`src/cbd_consts.svh`:
```
// timing, status codes and input-vector positions for the bus command decoder
`ifndef CBD_CONSTS_SVH
`define CBD_CONSTS_SVH
`define CBD_CLK_NS 10
`define CBD_AEN_NS 90
`define CBD_AEN_CYC ((`CBD_AEN_NS + `CBD_CLK_NS - 1) / `CBD_CLK_NS)
`define CBD_CNT_W 4
`define CBD_ST_IRQ_ACKNOWLEDGE_STROBE 3'h0
`define CBD_ST_IORD 3'h1
`define CBD_ST_IOWR 3'h2
`define CBD_ST_HALT 3'h3
`define CBD_ST_FETCH 3'h4
`define CBD_ST_MEMRD 3'h5
`define CBD_ST_MEMWR 3'h6
`define CBD_ST_PASSIVE 3'h7
`define CBD_IN_W 6
`define CBD_IX_AEN 3
`define CBD_IX_GATE 4
`define CBD_IX_MODE 5
`define CBD_IN_RST 6'h3F
`endif

```
`src/cbd_pkg.sv`:
```
// types for the bus command decoder
package cbd_pkg;
  typedef enum logic [1:0] {CBD_IDLE, CBD_LATCH, CBD_EARLY, CBD_FULL} cbd_phase_t;
  // registered outputs; command strobes are active low
  typedef struct packed {
    logic mem_read_strobe_n;
    logic mem_write_strobe_n;
    logic early_mem_write_strobe_n;
    logic io_read_strobe_n;
    logic io_write_strobe_n;
    logic early_io_write_strobe_n;
    logic irq_acknowledge_strobe_n;
    logic mem_cmd_oe;
    logic io_cmd_oe;
    logic xcvr_data_enable;
    logic xcvr_direction;
    logic cascade_or_periph_enable_pin;
    logic addr_latch_strobe;
  } cbd_out_t;
  typedef struct packed {
    logic [5:0] ff1;
    logic [5:0] ff2;
    logic [5:0] ff3;
    logic [5:0] fl;
    logic [3:0] aen_cnt;
    cbd_phase_t ph;
    logic [2:0] cyc;
    cbd_out_t o;
  } cbd_state_t;
endpackage

```
`src/cbd_top.sv`:
```
// bus command decoder: cpu status to memory, i/o and acknowledge strobes
//
// Function
// status 000 ack, 001 io read, 010 io writes, 10x mem read, 110 mem writes
// memory read strobe is active low and three-state
// i/o bus mode: i/o commands assert whatever the address enable level
// i/o bus mode: peripheral enable and direction go with the i/o command
// i/o bus mode: memory strobes wait 90 ns after address enable falls
// system bus mode: no command while address enable is high
// system bus mode: any command waits 90 ns after address enable falls
// early write strobes assert one clock before the normal write strobes
// acknowledge strobe timed exactly like memory read strobe; in i/o bus mode the code asserts it without the address enable wait
// the interrupting device answers the acknowledge with its vector
// data enable high enables the transceiver during transfers
// direction output sets transceiver data flow
// system bus mode: shared pin is active-high cascade enable on acknowledge
// a slave controller captures the cascade address while cascade enable is high
// i/o bus mode: shared pin is active-low peripheral transceiver enable
// one address latch strobe in every machine cycle
// command gate low forces every command inactive
// direction high on write cycles, low on read cycles
// address enable high floats commands: all in system mode, memory in i/o mode
// command gate low also drops data enable and peripheral enable
// floated status inputs read as passive
// status back to passive ends the cycle on the clock
// cycle start: latch strobe first, then command and transceiver controls; direction rises with the latch strobe
`timescale 1ns/100ps
`include "cbd_consts.svh"

module cbd_top
  import cbd_pkg::*;
(
  // clock and reset
  input wire logic clk,
  input wire logic rst_n,
  // cpu status pins
  input wire logic cpu_status_bit0_n,
  input wire logic cpu_status_bit1_n,
  input wire logic cpu_status_bit2_n,
  // arbiter and control pins
  input wire logic arbiter_addr_enable_n,
  input wire logic command_gate,
  input wire logic io_bus_mode_select,
  // command strobes, active low, with enables for the three-state drivers
  output logic mem_read_strobe_n,
  output logic mem_write_strobe_n,
  output logic early_mem_write_strobe_n,
  output logic io_read_strobe_n,
  output logic io_write_strobe_n,
  output logic early_io_write_strobe_n,
  output logic irq_acknowledge_strobe_n,
  output logic mem_cmd_oe,
  output logic io_cmd_oe,
  // transceiver and latch controls
  output logic xcvr_data_enable,
  output logic xcvr_direction,
  output logic cascade_or_periph_enable_pin,
  output logic addr_latch_strobe
);

  cbd_state_t r;
  cbd_state_t next_r;

  // filtered view of the pins, from the current state
  logic [2:0] st;
  logic pas;
  logic aen_hi;
  logic gate;
  logic mode;
  logic aen_ok;
  assign st = r.fl[2:0];
  assign pas = (st == `CBD_ST_PASSIVE);
  assign aen_hi = r.fl[`CBD_IX_AEN];
  assign gate = r.fl[`CBD_IX_GATE];
  assign mode = r.fl[`CBD_IX_MODE];
  // counter saturates once address enable has been low long enough
  assign aen_ok = (r.aen_cnt == `CBD_CNT_W'(`CBD_AEN_CYC));

  // next state: synchroniser, phase sequencer and output decode
  always_comb begin
    logic en_e;
    logic en_f;
    logic mem_ok;
    logic io_ok;
    logic io_cyc;
    logic mem_cyc;
    logic rd_mem;
    en_e = 1'b0;
    en_f = 1'b0;
    mem_ok = 1'b0;
    io_ok = 1'b0;
    io_cyc = 1'b0;
    mem_cyc = 1'b0;
    rd_mem = 1'b0;
    next_r = r;
    // pins pass three flops; a bit changes only when the second and third agree
    next_r.ff1 = {io_bus_mode_select, command_gate, arbiter_addr_enable_n,
                  cpu_status_bit2_n, cpu_status_bit1_n, cpu_status_bit0_n};
    next_r.ff2 = r.ff1;
    next_r.ff3 = r.ff2;
    for (int i = 0; i < `CBD_IN_W; i++) begin
      if (r.ff2[i] == r.ff3[i]) begin
        next_r.fl[i] = r.ff3[i];
      end
    end
    // time since address enable fell; any high level restarts the wait
    if (aen_hi) begin
      next_r.aen_cnt = '0;
    end else if (!aen_ok) begin
      next_r.aen_cnt = r.aen_cnt + `CBD_CNT_W'(1);
    end
    // machine cycle sequencer
    unique case (r.ph)
      CBD_IDLE: begin
        if (!pas) begin
          next_r.ph = CBD_LATCH;
          next_r.cyc = st;
        end
      end
      CBD_LATCH: begin
        next_r.ph = pas ? CBD_IDLE : CBD_EARLY;
      end
      CBD_EARLY: begin
        next_r.ph = pas ? CBD_IDLE : CBD_FULL;
      end
      CBD_FULL: begin
        if (pas) begin
          next_r.ph = CBD_IDLE;
        end
      end
    endcase
    // command windows: early covers reads and early writes, full adds late writes
    en_e = gate && (next_r.ph == CBD_EARLY || next_r.ph == CBD_FULL);
    en_f = gate && (next_r.ph == CBD_FULL);
    mem_ok = aen_ok;
    io_ok = mode || aen_ok;
    io_cyc = (next_r.cyc == `CBD_ST_IRQ_ACKNOWLEDGE_STROBE) || (next_r.cyc == `CBD_ST_IORD)
             || (next_r.cyc == `CBD_ST_IOWR);
    rd_mem = (next_r.cyc == `CBD_ST_FETCH) || (next_r.cyc == `CBD_ST_MEMRD);
    mem_cyc = rd_mem || (next_r.cyc == `CBD_ST_MEMWR);
    // status decode into strobes
    next_r.o.mem_read_strobe_n = !(en_e && mem_ok && rd_mem);
    next_r.o.early_mem_write_strobe_n =
      !(en_e && mem_ok && next_r.cyc == `CBD_ST_MEMWR);
    next_r.o.mem_write_strobe_n = !(en_f && mem_ok && next_r.cyc == `CBD_ST_MEMWR);
    next_r.o.io_read_strobe_n = !(en_e && io_ok && next_r.cyc == `CBD_ST_IORD);
    next_r.o.early_io_write_strobe_n =
      !(en_e && io_ok && next_r.cyc == `CBD_ST_IOWR);
    next_r.o.io_write_strobe_n = !(en_f && io_ok && next_r.cyc == `CBD_ST_IOWR);
    // acknowledge shares the read window; it waits on address enable like memory read only in system mode
    next_r.o.irq_acknowledge_strobe_n =
      !(en_e && io_ok && next_r.cyc == `CBD_ST_IRQ_ACKNOWLEDGE_STROBE);
    // drivers float on a high address enable; i/o mode keeps i/o strobes driven
    next_r.o.mem_cmd_oe = !aen_hi;
    next_r.o.io_cmd_oe = mode || !aen_hi;
    // system mode: data enable for every transfer; i/o mode: memory transfers only
    if (mode) begin
      next_r.o.xcvr_data_enable = en_e && mem_ok && mem_cyc;
      next_r.o.cascade_or_periph_enable_pin = !(en_e && io_cyc);
    end else begin
      next_r.o.xcvr_data_enable = en_e && aen_ok && (mem_cyc || io_cyc);
      next_r.o.cascade_or_periph_enable_pin =
        en_e && aen_ok && next_r.cyc == `CBD_ST_IRQ_ACKNOWLEDGE_STROBE;
    end
    // direction is held through the whole cycle so the transceiver never flips mid-transfer
    next_r.o.xcvr_direction = (next_r.ph != CBD_IDLE)
      && (next_r.cyc == `CBD_ST_IOWR || next_r.cyc == `CBD_ST_MEMWR);
    next_r.o.addr_latch_strobe = (next_r.ph == CBD_LATCH);
  end

  // state register; status flops reset high so a floating cpu reads passive
  always_ff @(posedge clk or negedge rst_n) begin
    if (!rst_n) begin
      r.ff1 <= `CBD_IN_RST;
      r.ff2 <= `CBD_IN_RST;
      r.ff3 <= `CBD_IN_RST;
      r.fl <= `CBD_IN_RST;
      r.aen_cnt <= '0;
      r.ph <= CBD_IDLE;
      r.cyc <= `CBD_ST_PASSIVE;
      r.o <= '{mem_read_strobe_n: 1'b1, mem_write_strobe_n: 1'b1,
               early_mem_write_strobe_n: 1'b1, io_read_strobe_n: 1'b1,
               io_write_strobe_n: 1'b1, early_io_write_strobe_n: 1'b1,
               irq_acknowledge_strobe_n: 1'b1, cascade_or_periph_enable_pin: 1'b1,
               default: 1'b0};
    end else begin
      r <= next_r;
    end
  end

  // outputs straight from the state flops
  assign mem_read_strobe_n = r.o.mem_read_strobe_n;
  assign mem_write_strobe_n = r.o.mem_write_strobe_n;
  assign early_mem_write_strobe_n = r.o.early_mem_write_strobe_n;
  assign io_read_strobe_n = r.o.io_read_strobe_n;
  assign io_write_strobe_n = r.o.io_write_strobe_n;
  assign early_io_write_strobe_n = r.o.early_io_write_strobe_n;
  assign irq_acknowledge_strobe_n = r.o.irq_acknowledge_strobe_n;
  assign mem_cmd_oe = r.o.mem_cmd_oe;
  assign io_cmd_oe = r.o.io_cmd_oe;
  assign xcvr_data_enable = r.o.xcvr_data_enable;
  assign xcvr_direction = r.o.xcvr_direction;
  assign cascade_or_periph_enable_pin = r.o.cascade_or_periph_enable_pin;
  assign addr_latch_strobe = r.o.addr_latch_strobe;

  logic all_cmd_idle;
  assign all_cmd_idle = mem_read_strobe_n && mem_write_strobe_n
    && early_mem_write_strobe_n && io_read_strobe_n && io_write_strobe_n
    && early_io_write_strobe_n && irq_acknowledge_strobe_n;
endmodule // cbd_top

```
`config.mk`:
```
export PLATFORM = sky130hd
export DESIGN_NAME = cbd_top
export DESIGN_NICKNAME = d
export VERILOG_FILES = /design/src/cbd_pkg.sv /design/src/cbd_top.sv
export VERILOG_INCLUDE_DIRS = /design/src /design/src/src
export SDC_FILE = /design/constraint.sdc
export NUM_CORES = 1
export LEC_CHECK = 0
export BUFFER_PORTS_ARGS = -buffer_cell sky130_fd_sc_hd__buf_4
export CORE_MARGIN = 2
export CORE_UTILIZATION = 30
export CTS_CLUSTER_SIZE = 30
export DETAILED_ROUTE_END_ITERATION = 8
export PLACE_DENSITY = 0.45
export SYNTH_ARGS = -nofsm -noshare
export SYNTH_HDL_FRONTEND = slang
export SYNTH_SLANG_ARGS = --single-unit
```
`constraint.sdc`:
```
create_clock -name clk -period 2.02 [get_ports clk]
set_input_delay 0.404 -clock clk [delete_from_list [all_inputs] [get_ports clk]]
set_output_delay 0.404 -clock clk [all_outputs]
set_load 0.005 [all_outputs]
```
* Yosys cells after proc, flatten, opt, wreduce, memory -nomap -nowiden
Cells that the tools add are included.
** Operators by class
- Add/subtract/negate cells :: 1
- Eq/ne operators :: 20
- Multiplexer cells :: 10
- Reductions and logical operators :: 39
** Operators with widths (number)
- 1-bit logical AND :: 18
- 3-bit equality test, second input constant :: 4
- 1-bit zero test :: 9
- 1-bit logical OR :: 9
- 2-bit equality test, second input constant :: 4
- 4-bit 2-to-1 mux :: 2
- 2-bit case mux with 4 select lines :: 1
- 1-bit equality test :: 6
- 2-bit 2-to-1 mux :: 3
- 5-bit 2-to-1 mux :: 1
- 4-bit by 1-bit adder with 4-bit output, second input constant :: 1
- 2-bit by 1-bit equality test with 1-bit output, second input constant :: 2
- 4-bit equality test, second input constant :: 1
- 3-bit by 1-bit equality test with 1-bit output, second input constant :: 1
- 3-bit by 2-bit equality test with 1-bit output, second input constant :: 1
- 3-bit zero test :: 1
- 3-bit 2-to-1 mux :: 1
- 2-bit zero test :: 1
- 1-bit 2-to-1 mux :: 2
- 2-bit != test, second input constant :: 1
- 2-bit nonzero test :: 1
** Storage, ports and cells
- Register bits :: 46
- Bits of input ports :: 8
- Output and inout port bits :: 13
- Word-level logic and storage cells :: 95

* Depth between registers and ports, before layout
Gate-level depths: netlist of the first run.
- Depth in word-level cells :: 9
- Depth in mapped cells :: 5
- Depth with buffers taken out :: 5

* Worst setup path after synthesis of the first run
No wires, ideal clock.
- Path type :: register -> register
- Start :: reg r[23] (netlist name)
- End :: reg r, in the netlist io_read_strobe_n
- Library setup time :: 0.094 ns
- Arrival :: 1.522 ns
- Required time :: 1.926 ns
- Path slack :: 0.403 ns
- Cell stages (with the launch flop) :: 5
- Buffers on the path :: 1
- Period minus slack after synthesis :: 1.617 ns
- Cell sequence :: dfstp_2 -> buf_6 -> and3_4 -> or3_4 -> or4b_1
** RTL lines
- start, declared :: RTL line cbd_top.sv:61 : cbd_state_t r;
- start signal, assigned :: RTL line cbd_top.sv:187 : r <= next_r;

==> results of run 1 <==
## stage by stage
step / setup WS, ns / hold WS [ns] / utilization [%]
final: 0.338 / 0.108 / 37.0
after global routing: 0.251 / 0.134 / 37.0
after CTS: 0.325 / 0.108 / 37.0
after detailed placement: 0.344 / 0.347 / 34.3
after global placement: 0.373 / 0.346 / 34.3
after floorplan: 0.403 / 0.108 / -
## worst max-delay path: cells and delay by family, from the launching register on
family	cells	cell delay [ns]
DFF	1	0.47
and+or+nand+nor	2	0.88
AOI/OAI and AO/OA	1	0.25
## metal layers
| layer | vias up | global-route usage [%] | routed length, um |
|---|---|---|---|
| met3 | 10 | 3.56 | 147 |
| met2 | 28 | 15.0 | 1230 |
| li1 | 432 | - | - |
| met4 | 0 | 4.74 | 67 |
| met1 | 463 | 12.5 | 1220 |
| met5 | - | 0 | 0 |
## path summary, 6_finish.rpt
path | end | slack [ns] | cells past startpoint
max | io_read_strobe_n | 0.34 | 3
min | addr_latch_strobe | 0.11 | 1
max reg2reg | io_read_strobe_n | 0.34 | 3
min reg2reg | next_r[32] | 0.35 | 0
max in group asynchronous | mem_read_strobe_n | 1.53 | 1
min in group clk | next_r[39] | 0.21 | 1
## placed cells by master, fill, tap and decap left out, types with 2 or more instances in the layout
cell type,count
a211oi_1,5
buf_4,20
bufinv_16,2
clkbuf_8,6
dfrtp_1,11
dfstp_2,35
ha_1,2
inv_1,4
maj3_1,6
nand2b_1,3
nand3_1,2
nand4_1,2
nor2_1,8
nor3_1,2
o41ai_1,2
or3b_2,2
xnor2_1,2
## cell families after synthesis
family	after synthesis	share of synthesized area [%]
DFF	46	71.7
and+or+nand+nor	31	11.7
AOI/OAI and AO/OA	14	6.68
buffers and inverters	8	3.23
adders and majority gates	8	5.11
xor gates and xnor gates	3	1.58
## area by class of cell
cell class	count	share of cell area, %
clock buffers	6	4.11
clock inverters	2	2.99
inverters	4	0.747
multi-input cells	56	20.8
flip-flops and latches	46	59.4
well taps	72	4.48
repair buffers	20	7.47
## power breakdown
part	switching, mW	internal (mW)
clock	0.298	0.527
sequential	0.0977	1.08
combinational	0.130	0.148
total	0.526	1.76
==> flow_summary.ini, run 1 <==
[setup_path]
critPathLaunch = r[17]
crit_path_top_delay_cell = or4b_1
end_kind = register
timing.rr.start = r[17]
required_ns = 2.23
cpPeakStageDelay_ns = 0.51
critPathKind = reg -> reg
cp_max_fo = 10
worstPathArrival_ns = 1.89
cp-start-kind = register
cp_cell_sequence = or2_2, o22a_2, or4b_1

[timing]
fin_setup_tns_ns = 0
tightest_slew_ns = 0.573
drv_slew = 0
rsz0062_at_grt = no
finClkSkew_ns = 0.00626
max-slew-margin-rel_pct = 61.8
max_freq_ghz = 0.595
setup_viol = 0
fin_crit_sh_pct = 83.3
fin_crit_ns = 1.68
finalHoldViolations = 0

[clock_tree]
cts_buffer_depth = 2
htreeDepth = 2
clock-sinks = 46
cts_resized = 0
cts_tree = built
numCtsBuffers = 5
cts_root_buf = clkbuf_8
clk_latency_ns = 0.29
post_cts_hold_buffer_count = 0
cts.clk_slew.worst_paths_ns = 0.08
postCtsSetupBuffers = 0

[yosys]
yosysMostFrequentCell = dfstp_2
async_flop_share_pct = 100
synth_common_cells = dfstp_2, dfrtp_1, nor2_1, maj3_1, a211oi_1
syn_area_um2 = 1670
synthCells = 110
yosysTopAreaCellShare_pct = 55.2
ys_warn_count = 0
syn_nets = 120
ys.flop_type = dfstp_2
synth-seq-cells = 46
netlist_top_cells_area = dfstp_2, dfrtp_1, maj3_1
syn_avg_cell_area_um2 = 15.2
synth_edf_count = 0
synth_area_leader_cell = dfstp_2
yosysUniqueCellTypes = 36
ys_seq_area_share_pct = 71.7

[global_route]
antenna_found_initial = 0
grt_overflow = 0
grt_max_degree = 47
grt_pass1_wl_mm = 4.67
track_usage_pct = 9.88
grt_pass1_vias = 973

[die]
die_w_um = 78.5
dieArea_um2 = 6170
start_util_pct = 30.6
fp-row-count = 27
die_y_um = 78.5
io_pins = 21
core_um2 = 5440

[cells_and_area]
n_antenna_cell = 0
multi_input_area_um2 = 418
drive_gt1_share_pct = 53.0
fillers = 508
largest_reg_flops = 18
syn2layout_area_growth_pct = 20.6
seqCellArea_um2 = 1190
nets = 143
fin_cells = 206
top_register = r
design_area_um2 = 2010

[status]
status = completed

[worst_hold_path]
hold_class = in -> async

[pwr]
power_mw = 2.28
power.density_nw_per_um2 = 1140
power_leakage_nw = 0.804
vdd_drop_max_v = 0.000312

[detailed_routing]
dr.pass1.iters = 4
wl_per_cell_um = 12.9
avgViaCountPerCell = 4.53
vias = 933
drc_errors = 0
wl_mm = 2.66
postRouteAntennaNets = 0
drt_iter0_drc = 62

[flow_run]
cap_viol_max_count = 0

[placement]
dp.cells = 198
place_area_um2 = 1870
place.gp.congestion = 0.869
hpwl_mm = 1.75
io_buffers = 20
No activity file was read; power rests on OpenSTA's default activity.
==> run 2, diff against run 1 <==
Settings changed: PLACE_DENSITY 0.45 to 0.46.
Clock period 2.02 ns to 1.5 ns, I/O delays scaled along.
==> run 2 against run 1 <==
Against the previous run: the flow now finishes with violations (negative setup slack); cell area up 12%; clock skew down 0.0014 ns; sequential share of layout area down 6.1 points; utilization rose by 4.3 points; critical path depth is the same; hold slack got worse by 0.10 ns; via count rose by 9.2%; sequential power increased by 32%; setup slack worse by 0.42 ns; combinational power increased by 110%; flip-flop and latch count unchanged.
==> flow_summary.ini, run 2 (synthesized netlist as in run 1, its figures left out) <==
[global_route]
grt_pass1_vias = 1071
grt_pass1_wl_mm = 4.90
track_usage_pct = 10.4
grt_max_degree = 47
grt_overflow = 0
antenna_found_initial = 0

[pwr]
power.density_nw_per_um2 = 1330
power_leakage_nw = 0.932
vdd_drop_max_v = 0.000577
power_mw = 2.98

[timing]
whs_ns = 0.00421
fin_crit_sh_pct = 105
setup_viol = 4
fin_setup_tns_ns = -0.187
max-slew-margin-rel_pct = 63.1
rsz0062_at_grt = yes
tightest_slew_ns = 0.554
finalHoldViolations = 0
finClkSkew_ns = 0.00481
max_freq_ghz = 0.634
setup_slack_ns = -0.0777
fin_crit_ns = 1.58
drv_slew = 0

[cells_and_area]
top_register = r
final_common_cell = buf_4
n_antenna_cell = 0
nets = 169
syn2layout_area_growth_pct = 34.5
largest_reg_flops = 18
layout.cells.most_common_list = buf_4, dfstp_2, dfrtp_1, clkbuf_8, nor2_1
fillers = 506
drive_gt1_share_pct = 68.1
final_util_pct = 41.2

[setup_path]
crit_path_top_delay_cell = or4b_1
cp_top_family = simple AND/OR/NAND/NOR gates
cpPeakStageDelay_ns = 0.51
cp_num_buf_inv = 0
cp-start-kind = register
reg2reg_depth = 3
reg2reg_to = io_read_strobe_n
timing.rr.start = r[24]
required_ns = 1.71
cp_max_fo = 7
critPathKind = reg -> reg
reg2reg_setup_slack_ns = -0.08
end_kind = register
cp_cell_sequence = and3_4, or3_4, or4b_1
worstPathArrival_ns = 1.78

[detailed_routing]
vias = 1019
avgViaCountPerCell = 4.39
wl_met3_um = 121
met2WireLength_mm = 1.46
drc_errors = 0
drt_iter0_drc = 45
dr.pass1.iters = 4
wl_per_cell_um = 12.4
highest_layer = met4
wl_met1_mm = 1.25
wl_mm = 2.87
postRouteAntennaNets = 0

[placement]
io_buffers = 20
hpwl_mm = 1.89
place.gp.congestion = 0.875

[flow_run]
cap_viol_max_count = 0

[status]
violations = negative setup slack
status = finished, violations left

[clock_tree]
cts_root_buf = clkbuf_8
numCtsBuffers = 5
clock-sinks = 46
cts_buffer_depth = 2
post_cts_hold_buffer_count = 0
htreeDepth = 2
clk_latency_ns = 0.29
cts.clk_slew.worst_paths_ns = 0.08
cts_tree = built

[die]
core_um2 = 5440
fp-row-count = 27
dieArea_um2 = 6170
die_w_um = 78.5
die_y_um = 78.5
io_pins = 21
start_util_pct = 30.6

[worst_hold_path]
hold_class = in -> async
-- run 2: metal layers --
metal,up-vias,global-route usage (%)
met5,-,0
met4,0,5.26
met3,6,3.56
met2,20,16.9
met1,510,12.1
li1,483,-
-- run 2: timing repair --
| action | in CTS | in global routing |
|---|---|---|
| endpoints found under the setup margin | 8 | 9 |
| pin swaps | 3 | 5 |
| setup buffers | 3 | 4 |
| gates resized for setup | 5 | 10 |
-- run 2: stage by stage --
step,worst slack (ns),instance area [um^2],instances
final,-0.0777,2240,232
after global routing,-0.119,2240,232
after CTS,-0.0989,2170,228
after detailed placement,-0.0960,2020,217
after global placement,-0.0569,2020,217
after floorplan,-0.0632,1680,110
-- run 2: how the worst max path moves through the flow --
stage	start	endpoint	cells after the start
finish	r[24]	io_read_strobe_n	3
global route	r[23]	irq_acknowledge_strobe_n	4
CTS	r[22]	io_read_strobe_n	3
detailed placement	r[16]	cascade_or_periph_enable_pin	3
global placement	gate	io_read_strobe_n	3
floorplan	gate	io_read_strobe_n	3
-- run 2: worst reg2reg max path, stage by stage, from the launching register on --
cell and delay (ns):
dfstp_2 0.42, and3_4 0.16, or3_4 0.40, or4b_1 0.51
-- run 2: layout make-up --
type                       instances  area [um^2]  share of cell area [%]
clock buffer                       8          110                    4.91
inverter                           4         15.0                   0.670
multi-input combinational         56          478                    21.3
sequential                        46         1200                    53.3
tap                               72         90.1                    4.02
timing repair buffer              46          353                    15.7
-- run 2: report_power, final --
group | internal [mW] | total (mW) | switching, mW
logic | 0.321 | 0.578 | 0.258
registers | 1.46 | 1.56 | 0.104
clock network | 0.465 | 0.842 | 0.377
==> run 3, diff against run 2 <==
Settings changed: PLACE_DENSITY 0.46 to 0.45.
Clock period 1.5 ns to 1.6 ns, I/O delays scaled along.
==> run 3 against run 2 <==
Against the previous run: the flow now finishes without violations; flip-flop and latch count is the same; combinational power decreased by 26%; cell area decreased by 4.9%.
==> flow_summary.ini, run 3 (synthesized netlist as in run 1, its figures left out) <==
[clock_tree]
cts_buffer_depth = 2
numCtsBuffers = 5
cts_root_buf = clkbuf_8
cts.clk_slew.worst_paths_ns = 0.08
post_cts_hold_buffer_count = 0
clock-sinks = 46
clk_latency_ns = 0.29
cts_tree = built
htreeDepth = 2

[die]
die_w_um = 78.5
fp-row-count = 27
die_y_um = 78.5
core_um2 = 5440
start_util_pct = 30.6
dieArea_um2 = 6170
io_pins = 21

[timing]
max-slew-margin-rel_pct = 63.0
max_freq_ghz = 0.627
setup_slack_ns = 0.00402
fin_crit_ns = 1.60
finalHoldViolations = 0
rsz0062_at_grt = yes
fin_setup_tns_ns = 0
finClkSkew_ns = 0.00446
tightest_slew_ns = 0.555
drv_slew = 0
fin_crit_sh_pct = 99.7
setup_viol = 0
whs_ns = 0.0175

[detailed_routing]
dr.pass1.iters = 4
wl_mm = 2.79
avgViaCountPerCell = 4.38
drc_errors = 0
drt_iter0_drc = 86
vias = 954
postRouteAntennaNets = 0
wl_per_cell_um = 12.8

[setup_path]
cp_num_buf_inv = 0
required_ns = 1.81
cp-start-kind = register
cpPeakStageDelay_ns = 0.51
cp_cell_sequence = and3_4, or3_4, or4b_1
cp_max_fo = 7
cp_top_family = simple AND/OR/NAND/NOR gates
critPathKind = reg -> reg
worstPathArrival_ns = 1.81
end_kind = register
crit_path_top_delay_cell = or4b_1

[cells_and_area]
largest_reg_flops = 18
nets = 155
design_area_um2 = 2130
fin_cells = 218
fillers = 497
top_register = r
drive_gt1_share_pct = 61.6
layout.cells.most_common_list = dfstp_2, buf_4, dfrtp_1, nor2_1
syn2layout_area_growth_pct = 27.9
n_antenna_cell = 0
final_common_cell = dfstp_2

[pwr]
vdd_drop_max_v = 0.000378
power_leakage_nw = 0.869
power.density_nw_per_um2 = 1390

[status]
status = completed

[global_route]
grt_pass1_vias = 1008
grt_pass1_wl_mm = 4.72
grt_max_degree = 47
track_usage_pct = 10.1
grt_overflow = 0
antenna_found_initial = 0

[placement]
place_area_um2 = 1920
place_ws_ns = -0.0118
dp.cells = 205
io_buffers = 20
hpwl_mm = 1.81
place.gp.congestion = 0.828

[flow_run]
cap_viol_max_count = 0

[worst_hold_path]
hold_class = in -> async
[run 3: final cells by class]
cell class              instances  area (um^2)  area share, %
clock buffers                   6         82.6           3.87
clock inverters                 2         60.1           2.82
inverters                       4         15.0          0.704
multi-input cells              56          447           21.0
flip-flops and latches         46         1200           56.2
well taps                      72         90.1           4.23
repair buffers                 32          240           11.3
[run 3: metal layers]
metal / vias up / global-route usage [%] / part of all wire [%]
met3: 6 / 4.02 / 6.0
met5: - / 0 / 0
li1: 456 / - / -
met1: 465 / 12.3 / 45
met2: 27 / 15.6 / 48
met4: 0 / 4.91 / 1.6
[run 3: path summary, 6_finish.rpt]
path                                    startpoint          endpoint  slack, ns  cells after the start
worst max-delay path                         r[23]  io_read_strobe_n      0.004                      3
worst min-delay path                         rst_n             r[16]       0.02                      1
worst max register to register               r[23]  io_read_strobe_n      0.004                      3
worst min register to register          next_r[38]        next_r[32]       0.36                      0
max in group asynchronous                    rst_n             r[17]       1.19                      1
min in group clk                io_bus_mode_select        next_r[39]       0.13                      1
[run 3: power by group]
part / internal (mW) / switching (mW) / total, mW / leakage (nW)
Combinational: 0.240 / 0.186 / 0.426 / 0.295
Sequential: 1.37 / 0.119 / 1.49 / 0.503
Clock: 0.666 / 0.378 / 1.04 / 0.0714
Total: 2.27 / 0.684 / 2.96 / 0.869
[run 3: repair_timing]
item / CTS / global route
buffers inserted: 0 / 5
endpoints found under the setup margin: 2 / 6
pin swaps: 0 / 2
resized for setup: 2 / 7
[run 3: per-stage QoR]
step / power [mW] / utilization [%]
CTS: 2.95 / 38.1
global placement: 1.89 / 35.4
detailed placement: 1.89 / 35.4
global route: 3.12 / 39.2
finish: 2.96 / 39.2
floorplan: 1.71 / -
